`src/pkg/dcic_regs.svh`:
```
// Register offsets, bit positions, reset values and timing of the controller
`ifndef DCIC_REGS_SVH
`define DCIC_REGS_SVH

// ----------------------------------------------------------------------
// Software-facing registers of the controller (4-bit word address)
// ----------------------------------------------------------------------
`define DCIC_SW_CFG 4'h0
`define DCIC_SW_CMD 4'h1
`define DCIC_SW_STAT 4'h2
`define DCIC_SW_TRIM 4'h3

// ----------------------------------------------------------------------
// Device register addresses on the device access port
// ----------------------------------------------------------------------
`define DCIC_DEV_PIN4 8'h00
`define DCIC_DEV_SRC 8'h01
`define DCIC_DEV_DET1 8'h02
`define DCIC_DEV_DET2 8'h03
`define DCIC_DEV_CTL1 8'h04
`define DCIC_DEV_CTL2 8'h05
`define DCIC_DEV_TYPE 8'h06
`define DCIC_DEV_EDGE 8'h07
`define DCIC_DEV_CLK1 8'h08
`define DCIC_DEV_TRIM 8'h09
`define DCIC_DEV_TRIMA 8'h0a
`define DCIC_DEV_TRIMB 8'h0b
`define DCIC_DEV_BGR 8'h0c

// ----------------------------------------------------------------------
// Device bit positions
// ----------------------------------------------------------------------
`define DCIC_PINSEL_BIT 4
`define DCIC_REFSEL_BIT 0
`define DCIC_SRC1_BIT 5
`define DCIC_SRC2_BIT 6
`define DCIC_VD0_EN_BIT 5
`define DCIC_EN1_BIT 6
`define DCIC_EN2_BIT 7
`define DCIC_RES2_BIT 3
`define DCIC_CTL_IEN_BIT 0
`define DCIC_CTL_FDIS_BIT 1
`define DCIC_CTL_DFLAG_BIT 2
`define DCIC_CTL_RES_BIT 3
`define DCIC_CTL_F0_BIT 4
`define DCIC_CTL_F1_BIT 5
`define DCIC_CTL_DIR_BIT 7
`define DCIC_TYPE1_BIT 1
`define DCIC_TYPE2_BIT 2
`define DCIC_EDGE1_BIT 1
`define DCIC_EDGE2_BIT 2
`define DCIC_OSC_STOP_BIT 4
`define DCIC_BG_DIS_BIT 0

// ----------------------------------------------------------------------
// Reset values of the shadow copies and the controller registers
// ----------------------------------------------------------------------
`define DCIC_SHADOW_RST 8'h00
`define DCIC_CTL_RST 8'h00
`define DCIC_CFG_RST 7'h00

// ----------------------------------------------------------------------
// Timing: times in their own unit, cycle counts derived in the module
// ----------------------------------------------------------------------
`define DCIC_CLK_KHZ 125000
`define DCIC_TD_EA_US 100
`define DCIC_LOCO_KHZ 125
`define DCIC_SAMPLE_DIV 2
`define DCIC_FILT_SAMPLES 2

`endif

```
`src/pkg/dcic_pkg.sv`:
```
// Types shared by the comparator controller
package dcic_pkg;

	// ------------------------------------------------------------------
	// Sequencer states
	// ------------------------------------------------------------------
	typedef enum logic [18:0] {
		ST_IDLE = 19'h00001,
		ST_PIN = 19'h00002,
		ST_SRC = 19'h00004,
		ST_EN = 19'h00008,
		ST_WAIT_EA = 19'h00010,
		ST_TYPE = 19'h00020,
		ST_FILT = 19'h00040,
		ST_EDGE = 19'h00080,
		ST_DIR = 19'h00100,
		ST_CLR = 19'h00200,
		ST_OSC = 19'h00400,
		ST_WAIT_F = 19'h00800,
		ST_IEN = 19'h01000,
		ST_RD_ISS = 19'h02000,
		ST_RD_WAIT = 19'h04000,
		ST_RD_CAP = 19'h08000,
		ST_TRIM_WR = 19'h10000,
		ST_BG_EN = 19'h20000,
		ST_BG_OFF = 19'h40000
	} dcic_state_e;

	// ------------------------------------------------------------------
	// Software commands
	// ------------------------------------------------------------------
	typedef enum logic [2:0] {
		OP_NONE = 3'h0,
		OP_ARM = 3'h1,
		OP_MON = 3'h2,
		OP_STAT = 3'h3,
		OP_TRIM_A = 3'h4,
		OP_TRIM_B = 3'h5,
		OP_BG_OFF = 3'h6,
		OP_BG_ON = 3'h7
	} dcic_op_e;

	// Device access port, one transfer per cycle
	typedef struct packed {
		logic wr;
		logic rd;
		logic [7:0] addr;
		logic [7:0] wdata;
	} dcic_bus_s;

	// Arming configuration written by software
	typedef struct packed {
		logic irq_mask;
		logic edge_dir;
		logic edge_mode;
		logic [1:0] fsel;
		logic use_filt;
		logic ref_ext;
	} dcic_cfg_s;

endpackage : dcic_pkg

```
`src/core/dcic_ctrl.sv`:
```
// Host controller that sets up and monitors a dual comparator device
`timescale 1ns/100ps
`include "dcic_regs.svh"


module dcic_ctrl #(
	parameter int TD_EA_CYC = `DCIC_TD_EA_US * `DCIC_CLK_KHZ / 1000,
	parameter int LOCO_CYC =
		(`DCIC_CLK_KHZ + `DCIC_LOCO_KHZ - 1) / `DCIC_LOCO_KHZ,
	parameter int CNT_W = 20
) (
	input wire logic I_REF_CLK,
	input wire logic I_RST,
	input wire logic [3:0] I_SW_ADDR,
	input wire logic [7:0] I_SW_WDATA,
	input wire logic I_SW_WR,
	input wire logic I_SW_RD,
	output logic [7:0] O_SW_RDATA,
	output dcic_pkg::dcic_bus_s O_DEV_BUS,
	input wire logic [7:0] I_DEV_RDATA
);

	// ------------------------------------------------------------------
	// Parameter checks and derived counts
	// ------------------------------------------------------------------
	localparam int FWAIT_BASE =
		`DCIC_FILT_SAMPLES * `DCIC_SAMPLE_DIV * LOCO_CYC;
	// Longest filter wait uses the largest divider, eight
	localparam int FWAIT_MAX = FWAIT_BASE * 8;

	// Counter must hold both waits, else a wait would wrap short
	if (TD_EA_CYC < 1 || LOCO_CYC < 1 || TD_EA_CYC >= (1 << CNT_W) ||
		FWAIT_MAX >= (1 << CNT_W)) begin : g_bad_params
		$error("dcic_ctrl: wait counts do not fit the counter");
	end

	// ------------------------------------------------------------------
	// Declarations
	// ------------------------------------------------------------------
	dcic_pkg::dcic_state_e state_ff;
	dcic_pkg::dcic_state_e nxt_state;
	dcic_pkg::dcic_op_e op_ff;
	dcic_pkg::dcic_cfg_s cfg_ff;
	dcic_pkg::dcic_bus_s bus_ff;
	dcic_pkg::dcic_bus_s nxt_bus;
	logic ch_ff;
	logic rd_sec_ff;
	logic err_ff;
	logic done_ff;
	logic [1:0] res_ff;
	logic [1:0] dflag_ff;
	logic [7:0] trim_cap_ff;
	logic [7:0] sw_rdata_ff;
	logic [CNT_W-1:0] cnt_ff;
	logic [CNT_W-1:0] filt_cyc;
	logic [7:0] sh_pin_ff;
	logic [7:0] sh_src_ff;
	logic [7:0] sh_en_ff;
	logic [7:0] sh_type_ff;
	logic [7:0] sh_edge_ff;
	logic [7:0] sh_clk_ff;
	logic [7:0] sh_bg_ff;
	logic [7:0] sh_ctl_ff [2];
	logic [7:0] ctl_base;
	logic busy;
	logic cmd_wr;
	logic cmd_go;

	// ------------------------------------------------------------------
	// Helper functions
	// ------------------------------------------------------------------
	// Returns a byte with one bit replaced
	function automatic logic [7:0] setb(input logic [7:0] v,
		input int pos, input logic b);
		logic [7:0] r;
		r = v;
		r[pos] = b;
		return r;
	endfunction : setb

	// Bit position that depends on the channel
	function automatic int chbit(input logic ch, input int p1,
		input int p2);
		return ch ? p2 : p1;
	endfunction : chbit

	// Address of the per-channel control register
	function automatic logic [7:0] ctl_addr(input logic ch);
		return ch ? `DCIC_DEV_CTL2 : `DCIC_DEV_CTL1;
	endfunction : ctl_addr

	// Address for the read phase of the current command
	function automatic logic [7:0] rd_addr(input dcic_pkg::dcic_op_e op,
		input logic ch, input logic sec);
		logic [7:0] a;
		a = sec ? `DCIC_DEV_DET1 : ctl_addr(ch);
		if (op == dcic_pkg::OP_TRIM_A) begin
			a = `DCIC_DEV_TRIMA;
		end else if (op == dcic_pkg::OP_TRIM_B) begin
			a = `DCIC_DEV_TRIMB;
		end
		return a;
	endfunction : rd_addr

	// ------------------------------------------------------------------
	// Command decode
	// ------------------------------------------------------------------
	// Commands are taken only in idle; one arriving while busy is refused
	assign busy = (state_ff != dcic_pkg::ST_IDLE);
	assign cmd_wr = I_SW_WR && (I_SW_ADDR == `DCIC_SW_CMD);
	assign cmd_go = cmd_wr && !busy;
	// Flag stays written as one so other writes never clear it
	assign ctl_base = setb(sh_ctl_ff[ch_ff], `DCIC_CTL_DFLAG_BIT, 1'b1);
	// Two sample clocks of 2 x divided oscillator period each
	assign filt_cyc = CNT_W'(FWAIT_BASE) << cfg_ff.fsel;

	// ------------------------------------------------------------------
	// Sequencer next state and device transfer
	// ------------------------------------------------------------------
	// Write and read-issue steps issue one transfer each; the bus register adds one cycle
	always_comb begin
		nxt_state = state_ff;
		nxt_bus = '0;
		case (state_ff)
			dcic_pkg::ST_IDLE: begin
				if (cmd_go) begin
					case (dcic_pkg::dcic_op_e'(I_SW_WDATA[2:0]))
						dcic_pkg::OP_ARM: nxt_state = dcic_pkg::ST_PIN;
						dcic_pkg::OP_MON: nxt_state = dcic_pkg::ST_PIN;
						dcic_pkg::OP_STAT: nxt_state = dcic_pkg::ST_RD_ISS;
						dcic_pkg::OP_TRIM_A: nxt_state = dcic_pkg::ST_RD_ISS;
						dcic_pkg::OP_TRIM_B: nxt_state = dcic_pkg::ST_RD_ISS;
						dcic_pkg::OP_BG_OFF: nxt_state = dcic_pkg::ST_BG_EN;
						dcic_pkg::OP_BG_ON: nxt_state = dcic_pkg::ST_BG_OFF;
						default: nxt_state = dcic_pkg::ST_IDLE;
					endcase
				end
			end
			dcic_pkg::ST_PIN: begin
				nxt_bus.wr = 1'b1;
				nxt_bus.addr = `DCIC_DEV_PIN4;
				nxt_bus.wdata = setb(sh_pin_ff, `DCIC_PINSEL_BIT, 1'b1);
				nxt_state = dcic_pkg::ST_SRC;
			end
			dcic_pkg::ST_SRC: begin
				nxt_bus.wr = 1'b1;
				nxt_bus.addr = `DCIC_DEV_SRC;
				nxt_bus.wdata = setb(setb(sh_src_ff,
					chbit(ch_ff, `DCIC_SRC1_BIT, `DCIC_SRC2_BIT), 1'b1),
					`DCIC_REFSEL_BIT, cfg_ff.ref_ext);
				nxt_state = dcic_pkg::ST_EN;
			end
			dcic_pkg::ST_EN: begin
				nxt_bus.wr = 1'b1;
				nxt_bus.addr = `DCIC_DEV_DET2;
				nxt_bus.wdata = setb(sh_en_ff,
					chbit(ch_ff, `DCIC_EN1_BIT, `DCIC_EN2_BIT), 1'b1);
				nxt_state = dcic_pkg::ST_WAIT_EA;
			end
			dcic_pkg::ST_WAIT_EA: begin
				// Results are not trusted until the comparator is active
				if (cnt_ff == '0) begin
					nxt_state = (op_ff == dcic_pkg::OP_ARM) ?
						dcic_pkg::ST_TYPE : dcic_pkg::ST_RD_ISS;
				end
			end
			dcic_pkg::ST_TYPE: begin
				nxt_bus.wr = 1'b1;
				nxt_bus.addr = `DCIC_DEV_TYPE;
				nxt_bus.wdata = setb(sh_type_ff,
					chbit(ch_ff, `DCIC_TYPE1_BIT, `DCIC_TYPE2_BIT),
					cfg_ff.irq_mask);
				nxt_state = dcic_pkg::ST_FILT;
			end
			dcic_pkg::ST_FILT: begin
				// Interrupt is still off, so clock and filter go together
				nxt_bus.wr = 1'b1;
				nxt_bus.addr = ctl_addr(ch_ff);
				nxt_bus.wdata = ctl_base;
				nxt_bus.wdata[`DCIC_CTL_IEN_BIT] = 1'b0;
				nxt_bus.wdata[`DCIC_CTL_F0_BIT] = cfg_ff.fsel[0];
				nxt_bus.wdata[`DCIC_CTL_F1_BIT] = cfg_ff.fsel[1];
				nxt_bus.wdata[`DCIC_CTL_FDIS_BIT] = !cfg_ff.use_filt;
				nxt_state = dcic_pkg::ST_EDGE;
			end
			dcic_pkg::ST_EDGE: begin
				nxt_bus.wr = 1'b1;
				nxt_bus.addr = `DCIC_DEV_EDGE;
				nxt_bus.wdata = setb(sh_edge_ff,
					chbit(ch_ff, `DCIC_EDGE1_BIT, `DCIC_EDGE2_BIT),
					cfg_ff.edge_mode);
				nxt_state = dcic_pkg::ST_DIR;
			end
			dcic_pkg::ST_DIR: begin
				// Direction is written after the mode it depends on
				nxt_bus.wr = 1'b1;
				nxt_bus.addr = ctl_addr(ch_ff);
				nxt_bus.wdata = setb(ctl_base, `DCIC_CTL_DIR_BIT,
					cfg_ff.edge_dir);
				nxt_state = dcic_pkg::ST_CLR;
			end
			dcic_pkg::ST_CLR: begin
				// Earlier rewrites may have set the flag spuriously
				nxt_bus.wr = 1'b1;
				nxt_bus.addr = ctl_addr(ch_ff);
				nxt_bus.wdata = setb(ctl_base, `DCIC_CTL_DFLAG_BIT, 1'b0);
				nxt_state = dcic_pkg::ST_OSC;
			end
			dcic_pkg::ST_OSC: begin
				nxt_bus.wr = 1'b1;
				nxt_bus.addr = `DCIC_DEV_CLK1;
				nxt_bus.wdata = setb(sh_clk_ff, `DCIC_OSC_STOP_BIT, 1'b0);
				nxt_state = dcic_pkg::ST_WAIT_F;
			end
			dcic_pkg::ST_WAIT_F: begin
				if (cnt_ff == '0) begin
					nxt_state = dcic_pkg::ST_IEN;
				end
			end
			dcic_pkg::ST_IEN: begin
				nxt_bus.wr = 1'b1;
				nxt_bus.addr = ctl_addr(ch_ff);
				nxt_bus.wdata = setb(ctl_base, `DCIC_CTL_IEN_BIT, 1'b1);
				nxt_state = dcic_pkg::ST_IDLE;
			end
			dcic_pkg::ST_RD_ISS: begin
				nxt_bus.rd = 1'b1;
				nxt_bus.addr = rd_addr(op_ff, ch_ff, rd_sec_ff);
				nxt_state = dcic_pkg::ST_RD_WAIT;
			end
			dcic_pkg::ST_RD_WAIT: begin
				nxt_state = dcic_pkg::ST_RD_CAP;
			end
			dcic_pkg::ST_RD_CAP: begin
				nxt_state = dcic_pkg::ST_IDLE;
				if (op_ff == dcic_pkg::OP_TRIM_A ||
					op_ff == dcic_pkg::OP_TRIM_B) begin
					nxt_state = dcic_pkg::ST_TRIM_WR;
				end else if (ch_ff && !rd_sec_ff) begin
					nxt_state = dcic_pkg::ST_RD_ISS;
				end
			end
			dcic_pkg::ST_TRIM_WR: begin
				nxt_bus.wr = 1'b1;
				nxt_bus.addr = `DCIC_DEV_TRIM;
				nxt_bus.wdata = trim_cap_ff;
				nxt_state = dcic_pkg::ST_IDLE;
			end
			dcic_pkg::ST_BG_EN: begin
				// Stop detector 0 always; comparators only on internal ref
				nxt_bus.wr = 1'b1;
				nxt_bus.addr = `DCIC_DEV_DET2;
				nxt_bus.wdata = setb(sh_en_ff, `DCIC_VD0_EN_BIT, 1'b0);
				if (!cfg_ff.ref_ext) begin
					nxt_bus.wdata[`DCIC_EN1_BIT] = 1'b0;
					nxt_bus.wdata[`DCIC_EN2_BIT] = 1'b0;
				end
				nxt_state = dcic_pkg::ST_BG_OFF;
			end
			dcic_pkg::ST_BG_OFF: begin
				nxt_bus.wr = 1'b1;
				nxt_bus.addr = `DCIC_DEV_BGR;
				nxt_bus.wdata = setb(sh_bg_ff, `DCIC_BG_DIS_BIT,
					op_ff == dcic_pkg::OP_BG_OFF);
				nxt_state = dcic_pkg::ST_IDLE;
			end
			default: nxt_state = dcic_pkg::ST_IDLE;
		endcase
	end

	// ------------------------------------------------------------------
	// State and device port registers
	// ------------------------------------------------------------------
	always_ff @(posedge I_REF_CLK or posedge I_RST) begin
		if (I_RST) begin
			state_ff <= dcic_pkg::ST_IDLE;
			bus_ff <= '0;
		end else begin
			state_ff <= nxt_state;
			bus_ff <= nxt_bus;
		end
	end

	// Command latch: channel and operation held for the whole sequence
	always_ff @(posedge I_REF_CLK or posedge I_RST) begin
		if (I_RST) begin
			op_ff <= dcic_pkg::OP_NONE;
			ch_ff <= 1'b0;
		end else if (cmd_go) begin
			op_ff <= dcic_pkg::dcic_op_e'(I_SW_WDATA[2:0]);
			ch_ff <= I_SW_WDATA[3];
		end
	end

	// Configuration may change only in idle so a sequence stays coherent
	always_ff @(posedge I_REF_CLK or posedge I_RST) begin
		if (I_RST) begin
			cfg_ff <= `DCIC_CFG_RST;
		end else if (I_SW_WR && I_SW_ADDR == `DCIC_SW_CFG && !busy) begin
			cfg_ff <= dcic_pkg::dcic_cfg_s'(I_SW_WDATA[6:0]);
		end
	end

	// ------------------------------------------------------------------
	// Wait timer
	// ------------------------------------------------------------------
	// Loaded on the issuing step, so the wait covers the port latency
	always_ff @(posedge I_REF_CLK or posedge I_RST) begin
		if (I_RST) begin
			cnt_ff <= '0;
		end else if (state_ff == dcic_pkg::ST_EN) begin
			cnt_ff <= CNT_W'(TD_EA_CYC);
		end else if (state_ff == dcic_pkg::ST_OSC) begin
			cnt_ff <= cfg_ff.use_filt ? filt_cyc : '0;
		end else if (cnt_ff != '0) begin
			cnt_ff <= cnt_ff - 1'b1;
		end
	end

	// ------------------------------------------------------------------
	// Shadow copies of written device registers
	// ------------------------------------------------------------------
	// Whole-byte writes keep the other channel's bits intact
	always_ff @(posedge I_REF_CLK or posedge I_RST) begin
		if (I_RST) begin
			sh_pin_ff <= `DCIC_SHADOW_RST;
			sh_src_ff <= `DCIC_SHADOW_RST;
			sh_en_ff <= `DCIC_SHADOW_RST;
			sh_type_ff <= `DCIC_SHADOW_RST;
			sh_edge_ff <= `DCIC_SHADOW_RST;
			sh_clk_ff <= `DCIC_SHADOW_RST;
			sh_bg_ff <= `DCIC_SHADOW_RST;
			sh_ctl_ff[0] <= `DCIC_CTL_RST;
			sh_ctl_ff[1] <= `DCIC_CTL_RST;
		end else if (nxt_bus.wr) begin
			case (nxt_bus.addr)
				`DCIC_DEV_PIN4: sh_pin_ff <= nxt_bus.wdata;
				`DCIC_DEV_SRC: sh_src_ff <= nxt_bus.wdata;
				`DCIC_DEV_DET2: sh_en_ff <= nxt_bus.wdata;
				`DCIC_DEV_TYPE: sh_type_ff <= nxt_bus.wdata;
				`DCIC_DEV_EDGE: sh_edge_ff <= nxt_bus.wdata;
				`DCIC_DEV_CLK1: sh_clk_ff <= nxt_bus.wdata;
				`DCIC_DEV_BGR: sh_bg_ff <= nxt_bus.wdata;
				`DCIC_DEV_CTL1: sh_ctl_ff[0] <= nxt_bus.wdata;
				`DCIC_DEV_CTL2: sh_ctl_ff[1] <= nxt_bus.wdata;
				default: sh_pin_ff <= sh_pin_ff;
			endcase
		end
	end

	// ------------------------------------------------------------------
	// Read capture
	// ------------------------------------------------------------------
	// Comparator two keeps its result in a separate detect register
	always_ff @(posedge I_REF_CLK or posedge I_RST) begin
		if (I_RST) begin
			rd_sec_ff <= 1'b0;
			res_ff <= '0;
			dflag_ff <= '0;
			trim_cap_ff <= '0;
		end else if (state_ff == dcic_pkg::ST_IDLE) begin
			rd_sec_ff <= 1'b0;
		end else if (state_ff == dcic_pkg::ST_RD_CAP) begin
			rd_sec_ff <= 1'b1;
			if (op_ff == dcic_pkg::OP_TRIM_A ||
				op_ff == dcic_pkg::OP_TRIM_B) begin
				trim_cap_ff <= I_DEV_RDATA;
			end else if (rd_sec_ff) begin
				res_ff[1] <= I_DEV_RDATA[`DCIC_RES2_BIT];
			end else begin
				dflag_ff[ch_ff] <= I_DEV_RDATA[`DCIC_CTL_DFLAG_BIT];
				if (!ch_ff) begin
					res_ff[0] <= I_DEV_RDATA[`DCIC_CTL_RES_BIT];
				end
			end
		end
	end

	// ------------------------------------------------------------------
	// Status flags
	// ------------------------------------------------------------------
	// Refusal and acceptance never coincide, so no set/clear conflict
	always_ff @(posedge I_REF_CLK or posedge I_RST) begin
		if (I_RST) begin
			err_ff <= 1'b0;
			done_ff <= 1'b0;
		end else begin
			if (cmd_wr && busy) begin
				err_ff <= 1'b1;
			end else if (cmd_go) begin
				err_ff <= 1'b0;
			end
			if (busy && nxt_state == dcic_pkg::ST_IDLE) begin
				done_ff <= 1'b1;
			end else if (cmd_go) begin
				done_ff <= 1'b0;
			end
		end
	end

	// ------------------------------------------------------------------
	// Software read port
	// ------------------------------------------------------------------
	// Data stand only in the cycle after the strobe, zero otherwise
	always_ff @(posedge I_REF_CLK or posedge I_RST) begin
		if (I_RST) begin
			sw_rdata_ff <= '0;
		end else if (I_SW_RD) begin
			case (I_SW_ADDR)
				`DCIC_SW_CFG: sw_rdata_ff <= {1'b0, cfg_ff};
				`DCIC_SW_STAT: sw_rdata_ff <= {1'b0, dflag_ff, res_ff,
					done_ff, err_ff, busy};
				`DCIC_SW_TRIM: sw_rdata_ff <= trim_cap_ff;
				default: sw_rdata_ff <= '0;
			endcase
		end else begin
			sw_rdata_ff <= '0;
		end
	end

	assign O_SW_RDATA = sw_rdata_ff;
	assign O_DEV_BUS = bus_ff;

endmodule : dcic_ctrl

```
`config.mk`:
```
export PLATFORM = sky130hd
export DESIGN_NAME = dcic_ctrl
export DESIGN_NICKNAME = d
export VERILOG_FILES = /design/src/pkg/dcic_pkg.sv /design/src/core/dcic_ctrl.sv
export VERILOG_INCLUDE_DIRS = /design/src /design/src/pkg
export SDC_FILE = /design/constraint.sdc
export NUM_CORES = 1
export LEC_CHECK = 0
export BUFFER_PORTS_ARGS = -buffer_cell sky130_fd_sc_hd__clkbuf_2
export CAP_MARGIN = 5
export CORE_MARGIN = 1.5
export CORE_UTILIZATION = 40
export CTS_BUF_LIST = sky130_fd_sc_hd__clkbuf_4 sky130_fd_sc_hd__clkbuf_8
export CTS_CLUSTER_DIAMETER = 120
export CTS_CLUSTER_SIZE = 10
export DETAILED_ROUTE_END_ITERATION = 8
export SKIP_CTS_REPAIR_TIMING = 1
export SYNTH_ARGS = -nofsm -noshare
export SYNTH_HDL_FRONTEND = slang
export SYNTH_SLANG_ARGS = --single-unit
```
`constraint.sdc`:
```
create_clock -name I_REF_CLK -period 12 [get_ports I_REF_CLK]
set_clock_uncertainty 0.1 [all_clocks]
set_input_delay 2.4 -clock I_REF_CLK [delete_from_list [all_inputs] [get_ports I_REF_CLK]]
set_output_delay 2.4 -clock I_REF_CLK [all_outputs]
set_load 0.02 [all_outputs]
```
======== Yosys cells after proc, flatten, opt, wreduce, memory -nomap -nowiden ========
Index checks and enable logic that the tools add are counted.
Widths: inputs -> output; s select.
word-level totals
  bits of input ports ..................... 24
  bits in registers ....................... 163
  logic and storage cells ................. 178
operators by class
  $lt $le $gt $ge ......................... 9
  $add $sub $neg .......................... 1
  multiplexer cells ....................... 45
  reduce and logical (&&, ||, !) cells .... 41
  bitwise logic cells ..................... 7
  shift-type cells ........................ 1
  eq/ne operators ......................... 43
operators by type and width
  operator               number
  $pmux 19 s16           1
  $pmux 8 s13            1
  $mux 20                4
  $mux 19                4
  $pmux 19 s4            1
  $pmux 8 s9             1
  $mux 8                 5
  $eq 19x1->1 const B    2
  $eq 8x3->1 const B     4
  $mux 14                2
  $pmux 8 s3             1
  $eq 3x3->1 const B     7
  $logic_not 20->1       1
  $reduce_bool 20->1     1
  $shl 12x2->20 const A  1
  $sub 20x1->20 const B  1
  $eq 19x10->1 const B   1
  $eq 19x11->1 const B   1
  $eq 19x12->1 const B   1
  $eq 19x13->1 const B   1
  $eq 19x14->1 const B   1
  $eq 19x15->1 const B   1
  $eq 19x16->1 const B   1
  $eq 19x17->1 const B   1
  51 further kinds       102

======== Depth between registers and ports, before layout ========
  word-level depth ........................ 8
  mapped depth ............................ 10
  depth with buffers taken out ............ 8

======== Worst setup path before layout ========
OpenSTA, ideal clock, no wires.
  path kind ............................... input to register
  start point ............................. input I_SW_ADDR[1]
  end point ............................... register ch_ff
  data required time ...................... 11.775 ns
  buffers on the path ..................... 1
  cell stages on the path ................. 5
  setup time .............................. 0.125 ns
  arrival ................................. 3.599 ns
  path slack .............................. 8.176 ns
  path through ............................ nor4b_1 and2_1 and2_1 buf_4 mux2_2
between the ends
  word-level cells in the longest chain between the ends .. 3
ends and longest elaborated chain
  element               RTL line          text
  start, declared       dcic_ctrl.sv:14   input wire logic [3:0] I_SW_ADDR,
  $eq 4x1->1 (no line)  n/a
  $logic_and 1x1->1     dcic_ctrl.sv:110  assign cmd_wr = I_SW_WR && (I_SW_ADDR == `DCIC_SW_CMD);
  $logic_and 1x1->1     dcic_ctrl.sv:111  assign cmd_go = cmd_wr && !busy;
  end signal, assigned  dcic_ctrl.sv:291  ch_ff <= I_SW_WDATA[3];
  end, declared         dcic_ctrl.sv:46   logic ch_ff;
Every way passes these cells.
A chain may end at the register's enable or synchronous reset.

======== Final worst setup path ========
  start point ............................. input I_SW_ADDR[1]
  end point ............................... register op_ff[2]
between the ends
  word-level cells in the longest chain between the ends .. 3
ends and longest elaborated chain
  element               RTL line          text
  $eq 4x1->1 (no line)  n/a
  $logic_and 1x1->1     dcic_ctrl.sv:110
  $logic_and 1x1->1     dcic_ctrl.sv:111
  end signal, assigned  dcic_ctrl.sv:287  op_ff <= dcic_pkg::OP_NONE;
  end signal, assigned  dcic_ctrl.sv:290  op_ff <= dcic_pkg::dcic_op_e'(I_SW_WDATA[2:0]);
  end, declared         dcic_ctrl.sv:42   dcic_pkg::dcic_op_e op_ff;
Every way passes these cells.

==> results_dict.tcl <==
set metrics [dict create \
    placed_area_mm2 0.007288 \
    crit_path_frequent_cell "and2_1" \
    worst_slew_pin_slew_ns 1.035 \
    arrival_ns 4.08 \
    cp_max_fo 11 \
    multi_input_area_mm2 0.002839 \
    first_iter_violations 296 \
    viasPerCell 5.566 \
    path_class "input pin to flip-flop" \
    fin_crit_sh 0.3189 \
    fp.dieW_um 136.2 \
    timing.final.crit_period_ns 3.827 \
    grt_pass1_wl_mm 27.91 \
    antenna_found_initial 0 \
    setup_viol 0 \
    tritoncts "done" \
    routabilityCongestion 0.8773 \
    nFillCells 1683 \
    r2r_slack_ns 8.67 \
    ys_top_cells_by_area "dfrtp_1 (54%), mux2_2 (5.7%), clkbuf_1 (2.9%)" \
    async_reset_ff_frac 1.000 \
    worstPathRequired_ns 12.25 \
    synth-main-ff-cell "dfrtp_1" \
    via_count 4954 \
    grt_start_max_net_pins 84 \
    wl_per_cell_um 19.75 \
    hold_viol 0 \
    drv_slew 0 \
    p_leak_uw 0.003618 \
    hold_ws_ns 0.2797 \
    synth_area_per_cell_um2 10.75 \
    layout-drive-gt1-share 0.2120 \
    fmax_mhz 261.3 \
    layout_commonest_cell "dfrtp_1" \
    syn_area_mm2 0.007097 \
    cts-htree-levels 4 \
    routed_wirelength_mm 17.58 \
    ys_types 73 \
    initial_utilization 0.4103 \
    cap_violations 0 \
    slew_headroom 0.3099 \
    postRouteAntennaNets 0 \
    synth_edf_count 0 \
    clk_latency_ns 0.46 \
    grt_usage 0.2017 \
    yosysTopAreaCell "dfrtp_1" \
    nNetsFinal 677 \
    numCtsBuffers 17 \
    cts.clk_slew.worst_paths_ns 0.08 \
    grt.overflow.total 0 \
    powerDensity_mw_per_mm2 165.0 \
    final_cell_mix "dfrtp_1 (152), nor2_1 (48), clkbuf_2 (44)" \
    status "finished clean" \
    port-buffer-count 44 \
    n_antenna_cell 0 \
    io_pins 50 \
    hp-class "flip-flop to flip-flop" \
    ir_drop_v 0.00008557 \
    chipHeight_um 136.2 \
    slowest_delay_ns 0.46 \
    yosysWarnings 0 \
    path_delay_family "simple AND/OR/NAND/NOR gates" \
    cts-root-buf "clkbuf_8" \
    seq_area_mm2 0.003830 \
    dp_hpwl_mm 12.59 \
    synth_top_cell_area_share 0.5360 \
    fp.coreArea_mm2 0.01730 \
    rows 48 \
    finalSetupTns_ns 0 \
    first_global_vias 5059 \
    power_uw 1269 \
    ys_ff_latch 153 \
    route.detailed.drc 0 \
    areaGrowthSynthToFinish_pct 8.357 \
    clock_sinks 153 \
    critPathSlowestCell "nor4b_1" \
    rsz0062_at_grt "false" \
    first_pass_iters 5 \
    fin_area_mm2 0.007690 \
    synth_seq_area_share 0.5397 \
    startpoint_type "input pin" \
    syn_inst 660 \
    crit_chain "clkbuf_2 -> nor4b_1 -> and2_1 -> and2_1 -> mux2_2" \
    cts_buffer_depth 2 \
    path_buf_inv 1 \
    critPathCaptureType "flip-flop" \
    die_area_mm2 0.01855 \
]
## where the power goes
group | internal (uW) | switching [uW] | total (uW) | leakage (uW)
registers | 567 | 66.4 | 634 | 0.00205
logic | 101 | 139 | 240 | 0.00137
clock network | 194 | 201 | 396 | 0.000200
total | 863 | 407 | 1270 | 0.00362
## final timing paths
path / startpoint / to / depth (start not counted)
min in group asynchronous: I_RST / sh_edge_ff[0]$_DFFE_PP0P_ / 2
setup / recovery: I_SW_ADDR[1] / op_ff[2]$_DFFE_PP0P_ / 5
setup reg to reg: state_ff[13]$_DFF_PP0_ / op_ff[2]$_DFFE_PP0P_ / 5
hold reg to reg: sh_type_ff[3]$_DFFE_PP0P_ / sh_type_ff[3]$_DFFE_PP0P_ / 0
hold / removal: sh_type_ff[3]$_DFFE_PP0P_ / sh_type_ff[3]$_DFFE_PP0P_ / 0
max in group asynchronous: I_RST / state_ff[14]$_DFF_PP0_ / 3
## cell usage after synthesis (all sizes together) (13+ instances only)
library cell  number
dfrtp            152
clkbuf            55
nor2              48
nand2             45
mux2              36
nand3             25
buf               24
inv               20
nor4              20
o21ai             19
a22oi             17
a21oi             16
nand4             13
nor3              13
## per-layer routing
layer / global-route usage / vias to the layer above / wire (um)
li1: - / 2326 / -
met1: 0.2803 / 2458 / 7935
met2: 0.3095 / 142 / 8400
met3: 0.04698 / 28 / 880
met4: 0.06974 / 0 / 358
met5: 0 / - / 0
## metrics by stage
stage	setup WS (ns)	util	std cells
finish	8.173	0.4446	890
global route	8.046	0.4446	890
CTS	8.170	0.4446	890
detailed placement	7.665	0.4214	858
global placement	7.671	0.4214	858
floorplan	5.380	-	663
## flip-flops by register name, indices dropped and copies added (netlist names), 2 cells and up
signal       count
O_DEV_BUS       14
O_SW_RDATA       8
cfg_ff           7
cnt_ff          20
dflag_ff         2
op_ff            3
res_ff           2
sh_bg_ff         7
sh_clk_ff        7
sh_ctl_ff       14
sh_edge_ff       8
sh_en_ff         8
sh_pin_ff        7
sh_src_ff        7
sh_type_ff       8
state_ff        19
trim_cap_ff      8
## cell families (layout without fill, tap and decap cells)
kind of cell,after synthesis,in the layout,synth area share
and+or+nand+nor,231,231,0.1865
DFF,153,153,0.5397
AOI/OAI and AO/OA,109,109,0.1137
buffers and inverters,99,101,0.06188
muxes,46,46,0.07123
xor gates and xnor gates,20,20,0.02468
adders and majority gates,1,1,0.001763
other,1,4,0.0005284
## final cells by class
class,count,area share
flip-flops and latches,153,0.4980
multi-input cells,411,0.3692
well taps,225,0.03661
repair buffers,49,0.03352
clock buffers,19,0.03319
clock inverters,13,0.01904
inverters,20,0.01041
## worst register-to-register path, delay by kind of cell (launching register included)
| kind | cells | cell delay (ns) |
|---|---|---|
| DFF | 1 | 0.51 |
| muxes | 1 | 0.39 |
| and+or+nand+nor | 4 | 2.22 |
Note: power is estimated with default switching activity, not from simulation.
